## src/rtl/dma_ctrl_pkg.sv

```systemverilog
// Package for the two-channel DMA control, status and mode block.
// Assumes an APB slave with 32-bit data; registers occupy one word each.
// Function
// - Channel transfers only while its enable and master enable are both set.
// - Byte count reaching zero at termination clears that channel enable.
// - Interrupt request while channel enable is 0 and interrupt enable is 1.
// - Enable bit written only when its write guard is written 0.
// - Both write guard bits always read as 1.
// - Writing enable 1 sets master enable; writing 0 stops, restartable.
// - Non-maskable interrupt clears master enable.
// - Master enable ignores direct writes; rewrite channel enables to resume.
// - Reset clears channel enables, interrupt enables and master enable.
// - Channel 0 destination mode: memory +1, -1, fixed, or I/O fixed.
// - Channel 0 source mode uses the same four-way encoding.
// - Burst pacing holds the bus until channel 0 count is zero.
// - Cycle-steal pacing gives CPU one cycle after each byte.
// - I/O channel 0 paced by request input; pacing bit resets to 0.
// - Memory wait field adds 0 to 3 waits; resets to 3.
// - I/O wait field adds 0, 2, 3 or 4 waits; resets to code 3, giving 4 waits.
// - Request sense bits select edge (1) or level (0); reset 0.
// - Channel 1 mode selects direction and memory step; I/O fixed.
// - Each transferred byte decrements the 16-bit byte count.
package dma_ctrl_pkg;
   // Register byte addresses (offsets 0x30..0x32 kept as indices)
   localparam logic [7:0] status_idx = 8'h30;
   localparam logic [7:0] mode_idx = 8'h31;
   localparam logic [7:0] wait_idx = 8'h32;
   localparam logic [9:0] status_addr = {status_idx, 2'b00};
   localparam logic [9:0] mode_addr = {mode_idx, 2'b00};
   localparam logic [9:0] wait_addr = {wait_idx, 2'b00};
   // Status/control fields
   localparam int ch1_en_bit = 7;
   localparam int ch0_en_bit = 6;
   localparam int ch1_guard_bit = 5;
   localparam int ch0_guard_bit = 4;
   localparam int ch1_ie_bit = 3;
   localparam int ch0_ie_bit = 2;
   localparam int master_en_bit = 0;
   // Mode and wait/sense fields
   localparam int dest_lsb = 4;
   localparam int src_lsb = 2;
   localparam int pacing_bit = 1;
   localparam int mem_wait_lsb = 6;
   localparam int io_wait_lsb = 4;
   localparam int sense_ch0_bit = 3;
   localparam int sense_ch1_bit = 2;
   localparam int ch1_dir_lsb = 0;
   // Reset values
   localparam logic [7:0] mode_reset = 8'h00;
   localparam logic [7:0] wait_reset = 8'hF0;
   localparam logic [7:0] guard_read = 8'h30;
   localparam int count_width = 16;
   // Address step encodings
   typedef enum logic [1:0] {step_inc, step_dec, step_fixed, step_io} step_mode_t;
   // I/O wait table: code 00..11 gives 0,2,3,4
   localparam logic [2:0] io_wait_0 = 3'h0;
   localparam logic [2:0] io_wait_1 = 3'h2;
   localparam logic [2:0] io_wait_2 = 3'h3;
   localparam logic [2:0] io_wait_3 = 3'h4;
endpackage
```

## src/rtl/dma_chan_ctl.sv

```systemverilog
// One DMA channel's request sensing, byte counter and pacing.
// Assumes a synchronous request input and a one-cycle byte_done from the bus unit.
`timescale 1ns/1ps
module dma_chan_ctl #(
   parameter int cw = 16
) (
   input wire logic pclk, // System clock
   input wire logic presetn, // Async reset, active low
   input wire logic active, // Enable and master enable both set
   input wire logic edge_sense, // 1 edge, 0 level request
   input wire logic use_request, // Paced by request input
   input wire logic burst, // Memory burst pacing
   input wire logic dreq, // Peripheral request
   input wire logic count_load, // Software loads count
   input wire logic [cw-1:0] count_value, // Count to load
   input wire logic byte_done, // One byte moved
   output logic xfer_req, // Wants a bus cycle
   output logic terminate, // Count hit zero, pulse
   output logic [cw-1:0] count_q // Remaining bytes
);
   logic dreq_q;
   logic edge_pend_q;
   logic steal_q;

   // Previous request for edge sense
   always_ff @(posedge pclk or negedge presetn) begin
      if (!presetn) begin
         dreq_q <= 1'b0;
      end else begin
         dreq_q <= dreq;
      end
   end

   always_ff @(posedge pclk or negedge presetn) begin
      if (!presetn) begin
         edge_pend_q <= 1'b0;
      end else if (dreq && !dreq_q) begin
         edge_pend_q <= 1'b1;
      end else if (byte_done) begin
         edge_pend_q <= 1'b0;
      end
   end

   always_ff @(posedge pclk or negedge presetn) begin
      if (!presetn) begin
         steal_q <= 1'b0;
      end else begin
         steal_q <= byte_done && !burst;
      end
   end

   always_ff @(posedge pclk or negedge presetn) begin
      if (!presetn) begin
         count_q <= '0;
      end else if (count_load) begin
         count_q <= count_value;
      end else if (byte_done && count_q != '0) begin
         count_q <= count_q - cw'(1);
      end
   end

   assign terminate = byte_done && (count_q == cw'(1));

   always_comb begin
      if (!active || count_q == '0) begin
         xfer_req = 1'b0;
      end else if (use_request) begin
         xfer_req = edge_sense ? edge_pend_q : dreq;
      end else begin
         xfer_req = !steal_q;
      end
   end
endmodule

```

## src/rtl/dma_control.sv

```systemverilog
// DMA control, status, channel 0 mode and wait/sense registers on APB.
// Assumes a bus unit that reports byte_done per channel and an NMI pulse.
//
// Local design decision: the APB interface to the registers.
`timescale 1ns/1ps
module dma_control (
   input wire logic pclk, // System clock, 100 MHz
   input wire logic presetn, // Async reset, active low
   input wire logic psel, // APB select
   input wire logic penable, // APB access phase
   input wire logic pwrite, // APB write
   input wire logic [11:0] paddr, // APB byte address
   input wire logic [31:0] pwdata, // APB write data
   input wire logic [3:0] pstrb, // APB byte strobes
   output logic [31:0] prdata, // APB read data
   output logic pready, // APB ready
   output logic pslverr, // APB error
   input wire logic nmi, // Non-maskable interrupt pulse
   input wire logic dreq0, // Channel 0 request
   input wire logic dreq1, // Channel 1 request
   input wire logic [1:0] count_load, // Load byte count, per channel
   input wire logic [15:0] count_value, // Byte count to load
   input wire logic [1:0] byte_done, // One byte moved, per channel
   output logic [1:0] xfer_req, // Channel wants a transfer
   output logic [15:0] ch0_byte_count, // Channel 0 remaining
   output logic [15:0] ch1_byte_count, // Channel 1 remaining
   output logic [1:0] ch0_dest_mode, // Channel 0 destination
   output logic [1:0] ch0_source_mode, // Channel 0 source
   output logic [1:0] ch1_direction_mode, // Channel 1 mode
   output logic [1:0] memory_wait_count, // Memory waits 0..3
   output logic [2:0] io_wait_states, // I/O waits 0,2,3,4
   output logic ch0_burst, // Channel 0 holds bus
   output logic [1:0] dma_irq // Termination interrupt, per channel
);
   logic ch1_enable_q;
   logic ch0_enable_q;
   logic ch1_irq_enable_q;
   logic ch0_irq_enable_q;
   logic dma_master_enable_q;
   logic [7:0] mode_q;
   logic [7:0] wait_q;
   logic wr;
   logic rd;
   logic hit_status;
   logic hit_mode;
   logic hit_wait;
   logic mapped;
   logic [1:0] term;
   logic ch0_io;
   logic [7:0] status_rd;

   // No wait states; every access answers in its first access cycle
   assign pready = 1'b1;
   assign wr = psel && penable && pwrite && pstrb[0];
   assign rd = psel && penable && !pwrite;
   // Full byte address compare; the package constants are already index times four
   assign hit_status = paddr == {2'b00, dma_ctrl_pkg::status_addr};
   assign hit_mode = paddr == {2'b00, dma_ctrl_pkg::mode_addr};
   assign hit_wait = paddr == {2'b00, dma_ctrl_pkg::wait_addr};
   assign mapped = hit_status || hit_mode || hit_wait;
   assign pslverr = psel && penable && !mapped;

   // guarded enable writes, writes and restart, clear at end
   // Hardware termination wins over a software set in the same cycle? No:
   // a fresh write of 1 restarts, so software set beats the clear.
   always_ff @(posedge pclk or negedge presetn) begin
      if (!presetn) begin
         ch1_enable_q <= 1'b0;
         ch0_enable_q <= 1'b0;
      end else begin
         if (wr && hit_status && !pwdata[dma_ctrl_pkg::ch1_guard_bit]) begin
            ch1_enable_q <= pwdata[dma_ctrl_pkg::ch1_en_bit];
         end else if (term[1]) begin
            ch1_enable_q <= 1'b0;
         end
         if (wr && hit_status && !pwdata[dma_ctrl_pkg::ch0_guard_bit]) begin
            ch0_enable_q <= pwdata[dma_ctrl_pkg::ch0_en_bit];
         end else if (term[0]) begin
            ch0_enable_q <= 1'b0;
         end
      end
   end

   // Interrupt enables, plain read/write
   always_ff @(posedge pclk or negedge presetn) begin
      if (!presetn) begin
         ch1_irq_enable_q <= 1'b0;
         ch0_irq_enable_q <= 1'b0;
      end else if (wr && hit_status) begin
         ch1_irq_enable_q <= pwdata[dma_ctrl_pkg::ch1_ie_bit];
         ch0_irq_enable_q <= pwdata[dma_ctrl_pkg::ch0_ie_bit];
      end
   end

   // master enable only set through enable writes
   // Setting by a guarded enable write wins over an NMI in the same cycle
   always_ff @(posedge pclk or negedge presetn) begin
      if (!presetn) begin
         dma_master_enable_q <= 1'b0;
      end else if (wr && hit_status &&
                   ((!pwdata[dma_ctrl_pkg::ch1_guard_bit] && pwdata[dma_ctrl_pkg::ch1_en_bit]) ||
                    (!pwdata[dma_ctrl_pkg::ch0_guard_bit] && pwdata[dma_ctrl_pkg::ch0_en_bit]))) begin
         dma_master_enable_q <= 1'b1;
      end else if (nmi) begin
         dma_master_enable_q <= 1'b0;
      end
   end

   // channel 0 mode register, pacing reset 0
   always_ff @(posedge pclk or negedge presetn) begin
      if (!presetn) begin
         mode_q <= dma_ctrl_pkg::mode_reset;
      end else if (wr && hit_mode) begin
         mode_q <= pwdata[7:0] & 8'h3E;
      end
   end

   // wait fields reset to 11, sense, channel 1 mode
   always_ff @(posedge pclk or negedge presetn) begin
      if (!presetn) begin
         wait_q <= dma_ctrl_pkg::wait_reset;
      end else if (wr && hit_wait) begin
         wait_q <= pwdata[7:0];
      end
   end

   // Field decode
   assign ch0_dest_mode = mode_q[dma_ctrl_pkg::dest_lsb +: 2];
   assign ch0_source_mode = mode_q[dma_ctrl_pkg::src_lsb +: 2];
   assign ch1_direction_mode = wait_q[dma_ctrl_pkg::ch1_dir_lsb +: 2];
   assign memory_wait_count = wait_q[dma_ctrl_pkg::mem_wait_lsb +: 2];
   // any I/O side uses the request line and ignores pacing bit
   assign ch0_io = (ch0_dest_mode == 2'(dma_ctrl_pkg::step_io)) ||
                   (ch0_source_mode == 2'(dma_ctrl_pkg::step_io));
   assign ch0_burst = mode_q[dma_ctrl_pkg::pacing_bit] && !ch0_io;

   always_comb begin
      case (wait_q[dma_ctrl_pkg::io_wait_lsb +: 2])
         2'b00: io_wait_states = dma_ctrl_pkg::io_wait_0;
         2'b01: io_wait_states = dma_ctrl_pkg::io_wait_1;
         2'b10: io_wait_states = dma_ctrl_pkg::io_wait_2;
         default: io_wait_states = dma_ctrl_pkg::io_wait_3;
      endcase
   end

   // channel 0 gated by both enables
   dma_chan_ctl #(.cw(dma_ctrl_pkg::count_width)) u_ch0 (
      .pclk(pclk),
      .presetn(presetn),
      .active(ch0_enable_q && dma_master_enable_q),
      .edge_sense(wait_q[dma_ctrl_pkg::sense_ch0_bit]),
      .use_request(ch0_io),
      .burst(ch0_burst),
      .dreq(dreq0),
      .count_load(count_load[0]),
      .count_value(count_value),
      .byte_done(byte_done[0]),
      .xfer_req(xfer_req[0]),
      .terminate(term[0]),
      .count_q(ch0_byte_count)
   );

   // channel 1 gated by both enables; always I/O paced
   dma_chan_ctl #(.cw(dma_ctrl_pkg::count_width)) u_ch1 (
      .pclk(pclk),
      .presetn(presetn),
      .active(ch1_enable_q && dma_master_enable_q),
      .edge_sense(wait_q[dma_ctrl_pkg::sense_ch1_bit]),
      .use_request(1'b1),
      .burst(1'b0),
      .dreq(dreq1),
      .count_load(count_load[1]),
      .count_value(count_value),
      .byte_done(byte_done[1]),
      .xfer_req(xfer_req[1]),
      .terminate(term[1]),
      .count_q(ch1_byte_count)
   );

   // level interrupt while disabled and enabled for irq
   assign dma_irq[1] = !ch1_enable_q && ch1_irq_enable_q;
   assign dma_irq[0] = !ch0_enable_q && ch0_irq_enable_q;

   assign status_rd = {ch1_enable_q, ch0_enable_q, 2'b00, ch1_irq_enable_q,
                       ch0_irq_enable_q, 1'b0, dma_master_enable_q}
                      | dma_ctrl_pkg::guard_read;

   // Registered read data; unmapped reads return zero
   always_ff @(posedge pclk or negedge presetn) begin
      if (!presetn) begin
         prdata <= 32'h00000000;
      end else if (psel && !penable && !pwrite) begin
         if (hit_status) begin
            prdata <= {24'h000000, status_rd};
         end else if (hit_mode) begin
            prdata <= {24'h000000, mode_q};
         end else if (hit_wait) begin
            prdata <= {24'h000000, wait_q};
         end else begin
            prdata <= 32'h00000000;
         end
      end
   end
endmodule

```

## config.mk

```make
export PLATFORM = sky130hd
export DESIGN_NAME = dma_control
export DESIGN_NICKNAME = d
export VERILOG_FILES = /design/src/rtl/dma_ctrl_pkg.sv /design/src/rtl/dma_chan_ctl.sv /design/src/rtl/dma_control.sv
export SDC_FILE = /design/constraint.sdc
export NUM_CORES = 1
export LEC_CHECK = 0
export ABC_AREA = 1
export BUFFER_PORTS_ARGS = -buffer_cell sky130_fd_sc_hd__buf_2
export CAP_MARGIN = 20
export CORE_ASPECT_RATIO = 1.5
export CORE_MARGIN = 1
export CORE_UTILIZATION = 50
export DETAILED_ROUTE_END_ITERATION = 12
export GPL_ROUTABILITY_DRIVEN = 0
export PLACE_DENSITY = 0.81
export SETUP_SLACK_MARGIN = 0.05
export SYNTH_ARGS = -nofsm -noshare
export SYNTH_HDL_FRONTEND = slang
export SYNTH_SLANG_ARGS = --single-unit
```

## constraint.sdc

```tcl
create_clock -name pclk -period 1.9 [get_ports pclk]
set_clock_uncertainty 0.2 [all_clocks]
set_input_delay 0.285 -clock pclk [delete_from_list [all_inputs] [get_ports pclk]]
set_output_delay 0.285 -clock pclk [all_outputs]
set_load 0.02 [all_outputs]
```

==> impl_metrics.tcl, run 1 <==
set metrics [dict create \
    grt_use_total_pct 29.5 \
    drc 0 \
    drtPass1Iterations 6 \
    ant_nets 0 \
    cp.required_ns 1.41 \
    grt_max_degree 25 \
    rsz0062_at_grt "yes" \
    diodes 0 \
    yosysTopAreaCell "dfrtp_1" \
    setup_viol 2 \
    hold_class "in2reg" \
    min_period_ns 1.98 \
    clock_latency_ns 0.34 \
    synth_area_leaders "dfrtp_1, nand2_1, nand3_1, buf_4, nor2_1" \
    die_h_um 115 \
    initial_core_util_pct 51.2 \
    io_pins 158 \
    ys_types 37 \
    ys_seq_elements 63 \
    place_hpwl_um 9250 \
    path_max_fanout 3 \
    fmax_mhz 504 \
    finalInstanceArea_mm2 0.00574 \
    antenna_found_initial 0 \
    vias 4696 \
    layout_setup_ws_ns -0.0833 \
    die_width_um 77.5 \
    wl_per_cell_um 14.6 \
    regToRegStartpoint "u_ch1.count_q[6]$_DFFE_PN0P_" \
    cp-start-kind "register" \
    startpoint "u_ch0.count_q[0]$_DFFE_PN0P_" \
    tns_ns -0.149 \
    end_kind "output port" \
    power.total_uw 4650 \
    cp.arrival_ns 1.50 \
    finalHoldViolCount 0 \
    grt_pass1_wl_um 20100 \
    cap_viol_max_count 0 \
    cts_tree "done" \
    grt_pass1_vias 4308 \
    netlist_instances 608 \
    cts-root-buf "clkbuf_16" \
    fin_crit_sh_pct 104 \
    hold_start "count_value[14]" \
    failed_checks "negative setup slack" \
    synth_area_per_cell_um2 7.04 \
    clk_pin_slew_ns 0.05 \
    slew_viol_final 0 \
    postLayoutCoreUtil_pct 68.7 \
    drive_above_1_share_pct 33.1 \
    layout_common_cells "nand2_1, buf_2, nand3_1, buf_4, dfrtp_1" \
    cts.sinks 63 \
    yosysSeqAreaShare_pct 37.0 \
    status "complete, but fails checks" \
    nNetsFinal 853 \
    ctsLongestPathBuffers 2 \
    syn_to_final_growth_pct 34.2 \
    yosysWarnings 0 \
    peakVddDrop_uv 596 \
    syn_area_mm2 0.00428 \
    coreArea_mm2 0.00836 \
    p_leak_uw 0.00311 \
    num_rows 41 \
    cts-htree-levels 3 \
    layout_commonest_cell "nand2_1" \
    drt_wl_total_um 12900 \
    place_area_mm2 0.00499 \
    die_area_mm2 0.00894 \
    drt_iter0_drc 320 \
    timing.hold.ws_ns 0.00575 \
    cts_made_buffers 9 \
    power_per_cell_area_mw_per_mm2 810 \
    netlist.area_leader.share_pct 34.5 \
    path_class "reg2out" \
    overflow 0 \
    via_per_inst 5.32 \
    port_buffers 105 \
]
per-layer routing:
layer  vias up  GRT usage, %  routed length [um]
met1      2163          30.7                4510
met2       265          53.3                6810
met4         0          19.2                 682
li1       2206             -                   -
met5         -             0                   0
met3        62          6.03                 914
sequential cells by signal, indices dropped and copies added, names as in the netlist, 5 cells and up:
signal         flops
u_ch1.count_q     16
wait_q             8
u_ch0.count_q     16
prdata             8
mode_q             5
kinds of logic after synthesis:
family	share of synthesized area, %
xor+xnor	1.43
fa+ha+maj	1.75
flops	37.0
other cells	0.176
compound gates	6.81
simple gates	40.2
buf+inv	12.7
worst max-delay path, cell delays in order (launching register included):
cell	delay, ns
dfrtp_2	0.40
inv_2	0.08
ha_4	0.15
nand2_4	0.06
nor2_4	0.15
nand2_4	0.07
nand3_2	0.07
a21oi_2	0.04
buf_4	0.16
worst paths after layout:
kind / to / slack, ns / cells after the start
setup / recovery: xfer_req[0] / -0.08 / 8
hold / removal: u_ch1.count_q[14]$_DFFE_PN0P_ / 0.006 / 3
setup reg to reg: u_ch1.count_q[7]$_DFFE_PN0P_ / 0.10 / 10
hold reg to reg: u_ch0.edge_pend_q$_DFFE_PN0P_ / 0.24 / 1
max in group asynchronous: wait_q[6]$_DFFE_PN1P_ / 0.83 / 3
min in group asynchronous: prdata[1]$_DFFE_PN0P_ / 0.10 / 2
power by group:
part | switching (uW) | internal (uW) | total, uW
Combinational | 771 | 494 | 1260
Clock | 622 | 1220 | 1840
Sequential | 105 | 1450 | 1550
Total | 1500 | 3160 | 4650
area by class of cell:
| class | instances | area [um2] |
|---|---|---|
| clock inverters | 5 | 80.1 |
| inverters | 53 | 201 |
| fillers | 691 | 2620 |
| repair buffers | 176 | 1110 |
| clock buffers | 11 | 253 |
| multi-input cells | 468 | 2380 |
| flip-flops and latches | 63 | 1590 |
| well taps | 107 | 134 |
through the flow:
step / worst slack, ns / instances
finish: -0.0833 / 883
global route: -0.133 / 883
CTS: -0.0955 / 876
detailed placement: 0.0786 / 835
global placement: 0.0869 / 835
floorplan: 0.0331 / 631
cell usage after synthesis:
library cell  instances
xor2_1                4
conb_1                2
clkbuf_1              4
buf_4                38
inv_2                 1
o21ai_0              21
nand4_1               4
xnor2_1               3
nor2_4                4
nor2_1               58
clkinv_1              1
dfstp_2               4
dfrtp_1              59
buf_6                 3
and2_1                1
nand3b_1              8
o21bai_1              1
nor2_8                1
nand3_2               1
a22o_1                1
buf_2                 2
o21ai_1               4
nand2_1             207
nand2_2               6
o21ai_2              10
ha_1                  6
nand2_8               1
nand3_1              79
nand2_4               4
a21oi_1               2
o22ai_1               4
o211ai_1              2
nor3_2                1
inv_1                51
nor2_2                6
a31oi_1               2
or2_2                 2
timing repair:
item / CTS / global route
resized for setup: 29 / 18
hold endpoints to repair: 65 / 0
pin swaps: 15 / 9
setup endpoints to repair: 5 / 25
setup buffers: 18 / 7
hold buffers: 7 / 0
No activity file was read; power rests on OpenSTA's default activity.
==> inputs of run 2 (changes only) <==
Settings changed: BUFFER_PORTS_ARGS -buffer_cell sky130_fd_sc_hd__buf_2 to -buffer_cell sky130_fd_sc_hd__buf_4, REMOVE_ABC_BUFFERS set to 1.
==> impl_metrics.tcl, run 2 (synthesis results as in run 1) <==
set metrics [dict create \
    layout_commonest_cell "nand2_1" \
    syn_to_final_growth_pct 42.1 \
    fin_crit_sh_pct 105 \
    power_per_cell_area_mw_per_mm2 758 \
    wl_per_cell_um 15.3 \
    peakVddDrop_uv 528 \
    cts.sinks 63 \
    finalHoldViolCount 0 \
    diodes 0 \
    final_cells 895 \
    grt.busiest_layer "met2" \
    status "complete, but fails checks" \
    worst_slew_pin_slew_ns 0.563 \
    coreArea_mm2 0.00836 \
    die_area_mm2 0.00894 \
    fmax_mhz 502 \
    slew_viol_final 0 \
    failed_checks "negative setup slack" \
    place_area_mm2 0.00521 \
    via_per_inst 5.38 \
    vias 4813 \
    setup_viol 3 \
    place_hpwl_um 9170 \
    ant_nets 0 \
    finalInstanceArea_mm2 0.00608 \
    cp.required_ns 1.41 \
    p_leak_uw 0.00321 \
    grt_pass1_wl_um 20700 \
    dp.cells 830 \
    drt_wl_total_um 13700 \
    cts_made_buffers 9 \
    reg.largest.list "u_ch0.count_q x16, u_ch1.count_q x16" \
    clock_latency_ns 0.34 \
    drc 0 \
    hold_class "in2reg" \
    cp.arrival_ns 1.51 \
    power.total_uw 4610 \
    postLayoutCoreUtil_pct 72.7 \
    nNetsFinal 865 \
    grt_pass1_vias 4474 \
    antenna_found_initial 0 \
    path_class "reg2out" \
    io_pins 158 \
    grtUsageMet1_pct 30.6 \
    path_max_fanout 2 \
    cts-htree-levels 3 \
    drtPass1Iterations 5 \
    layout_setup_ws_ns -0.0924 \
    cts_tree "done" \
    use_met2_pct 56.7 \
    use_met3_pct 4.92 \
    num_rows 41 \
    cap_viol_max_count 0 \
    port_buffers 105 \
    relSlewSlack_pct 62.4 \
    initial_core_util_pct 51.2 \
    drive_above_1_share_pct 33.6 \
    end_kind "output port" \
    drt_iter0_drc 340 \
    ctsLongestPathBuffers 2 \
    fill_cells 638 \
    grt_use_total_pct 30.4 \
    overflow 0 \
    min_period_ns 1.99 \
    layout_common_cells "nand2_1, buf_4, nand3_1, dfrtp_1, nor2_1" \
    die_width_um 77.5 \
    die_h_um 115 \
    clk_pin_slew_ns 0.06 \
    cts-root-buf "clkbuf_16" \
    cp-start-kind "register" \
    rsz0062_at_grt "yes" \
    grt_max_degree 31 \
    timing.hold.ws_ns 0.0131 \
]
[run 2: worst paths after layout]
check / start / to / slack (ns) / cells after the start
worst max register to register: u_ch1.count_q[14]$_DFFE_PN0P_ / ch1_enable_q$_DFFE_PN0P_ / -0.08 / 13
min in group asynchronous: presetn / wait_q[1]$_DFFE_PN0P_ / 0.22 / 2
max in group asynchronous: presetn / wait_q[5]$_DFFE_PN1P_ / 0.72 / 3
worst min register to register: u_ch0.dreq_q$_DFF_PN0_ / u_ch0.edge_pend_q$_DFFE_PN0P_ / 0.22 / 1
worst min-delay path: count_value[4] / u_ch1.count_q[4]$_DFFE_PN0P_ / 0.01 / 3
worst max-delay path: u_ch1.count_q[11]$_DFFE_PN0P_ / xfer_req[1] / -0.09 / 7
[run 2: timing repair]
action                                  in CTS  in global routing
gates cloned                                 0                  0
buffers inserted                            27                  9
endpoints found under the setup margin      15                 25
hold buffers                                13                  0
endpoints found under the hold margin       39                  0
pin swaps                                   16                  9
resized for setup                           32                 19
[run 2: layout make-up]
class	instances	area [um2]	area share, %
clock buffers	9	225	3.70
clock inverters	7	72.6	1.19
inverters	53	204	3.35
multi-input cells	468	2390	39.3
flip-flops and latches	63	1590	26.2
well taps	107	134	2.20
repair buffers	188	1470	24.1
[run 2: metal layers]
layer  share of wire, %  vias up
li1                   -     2229
met1                 35     2216
met2                 53      299
met3                7.0       69
met4                5.6        0
met5                  0        -
[run 2: worst max-delay path, cell delays in order (launching register included)]
cell	delay [ns]
dfrtp_2	0.42
nor2_2	0.12
nand2_2	0.11
nor2_4	0.17
nand2_4	0.08
nand3_2	0.06
nor2_1	0.04
buf_4	0.16
[run 2: power breakdown]
part,total [uW],switching [uW],internal [uW]
logic,1390,805,589
registers,1540,97.6,1450
clock network,1670,654,1020
total,4610,1560,3050
[run 2: metrics by stage]
step           setup TNS, ns  setup WS (ns)
6_report              -0.251        -0.0924
5_1_grt               -0.376         -0.133
4_1_cts               -0.170        -0.0919
3_5_place_dp        -0.00265       -0.00265
3_3_place_gp               0         0.0375
2_1_floorplan         -0.238         -0.114
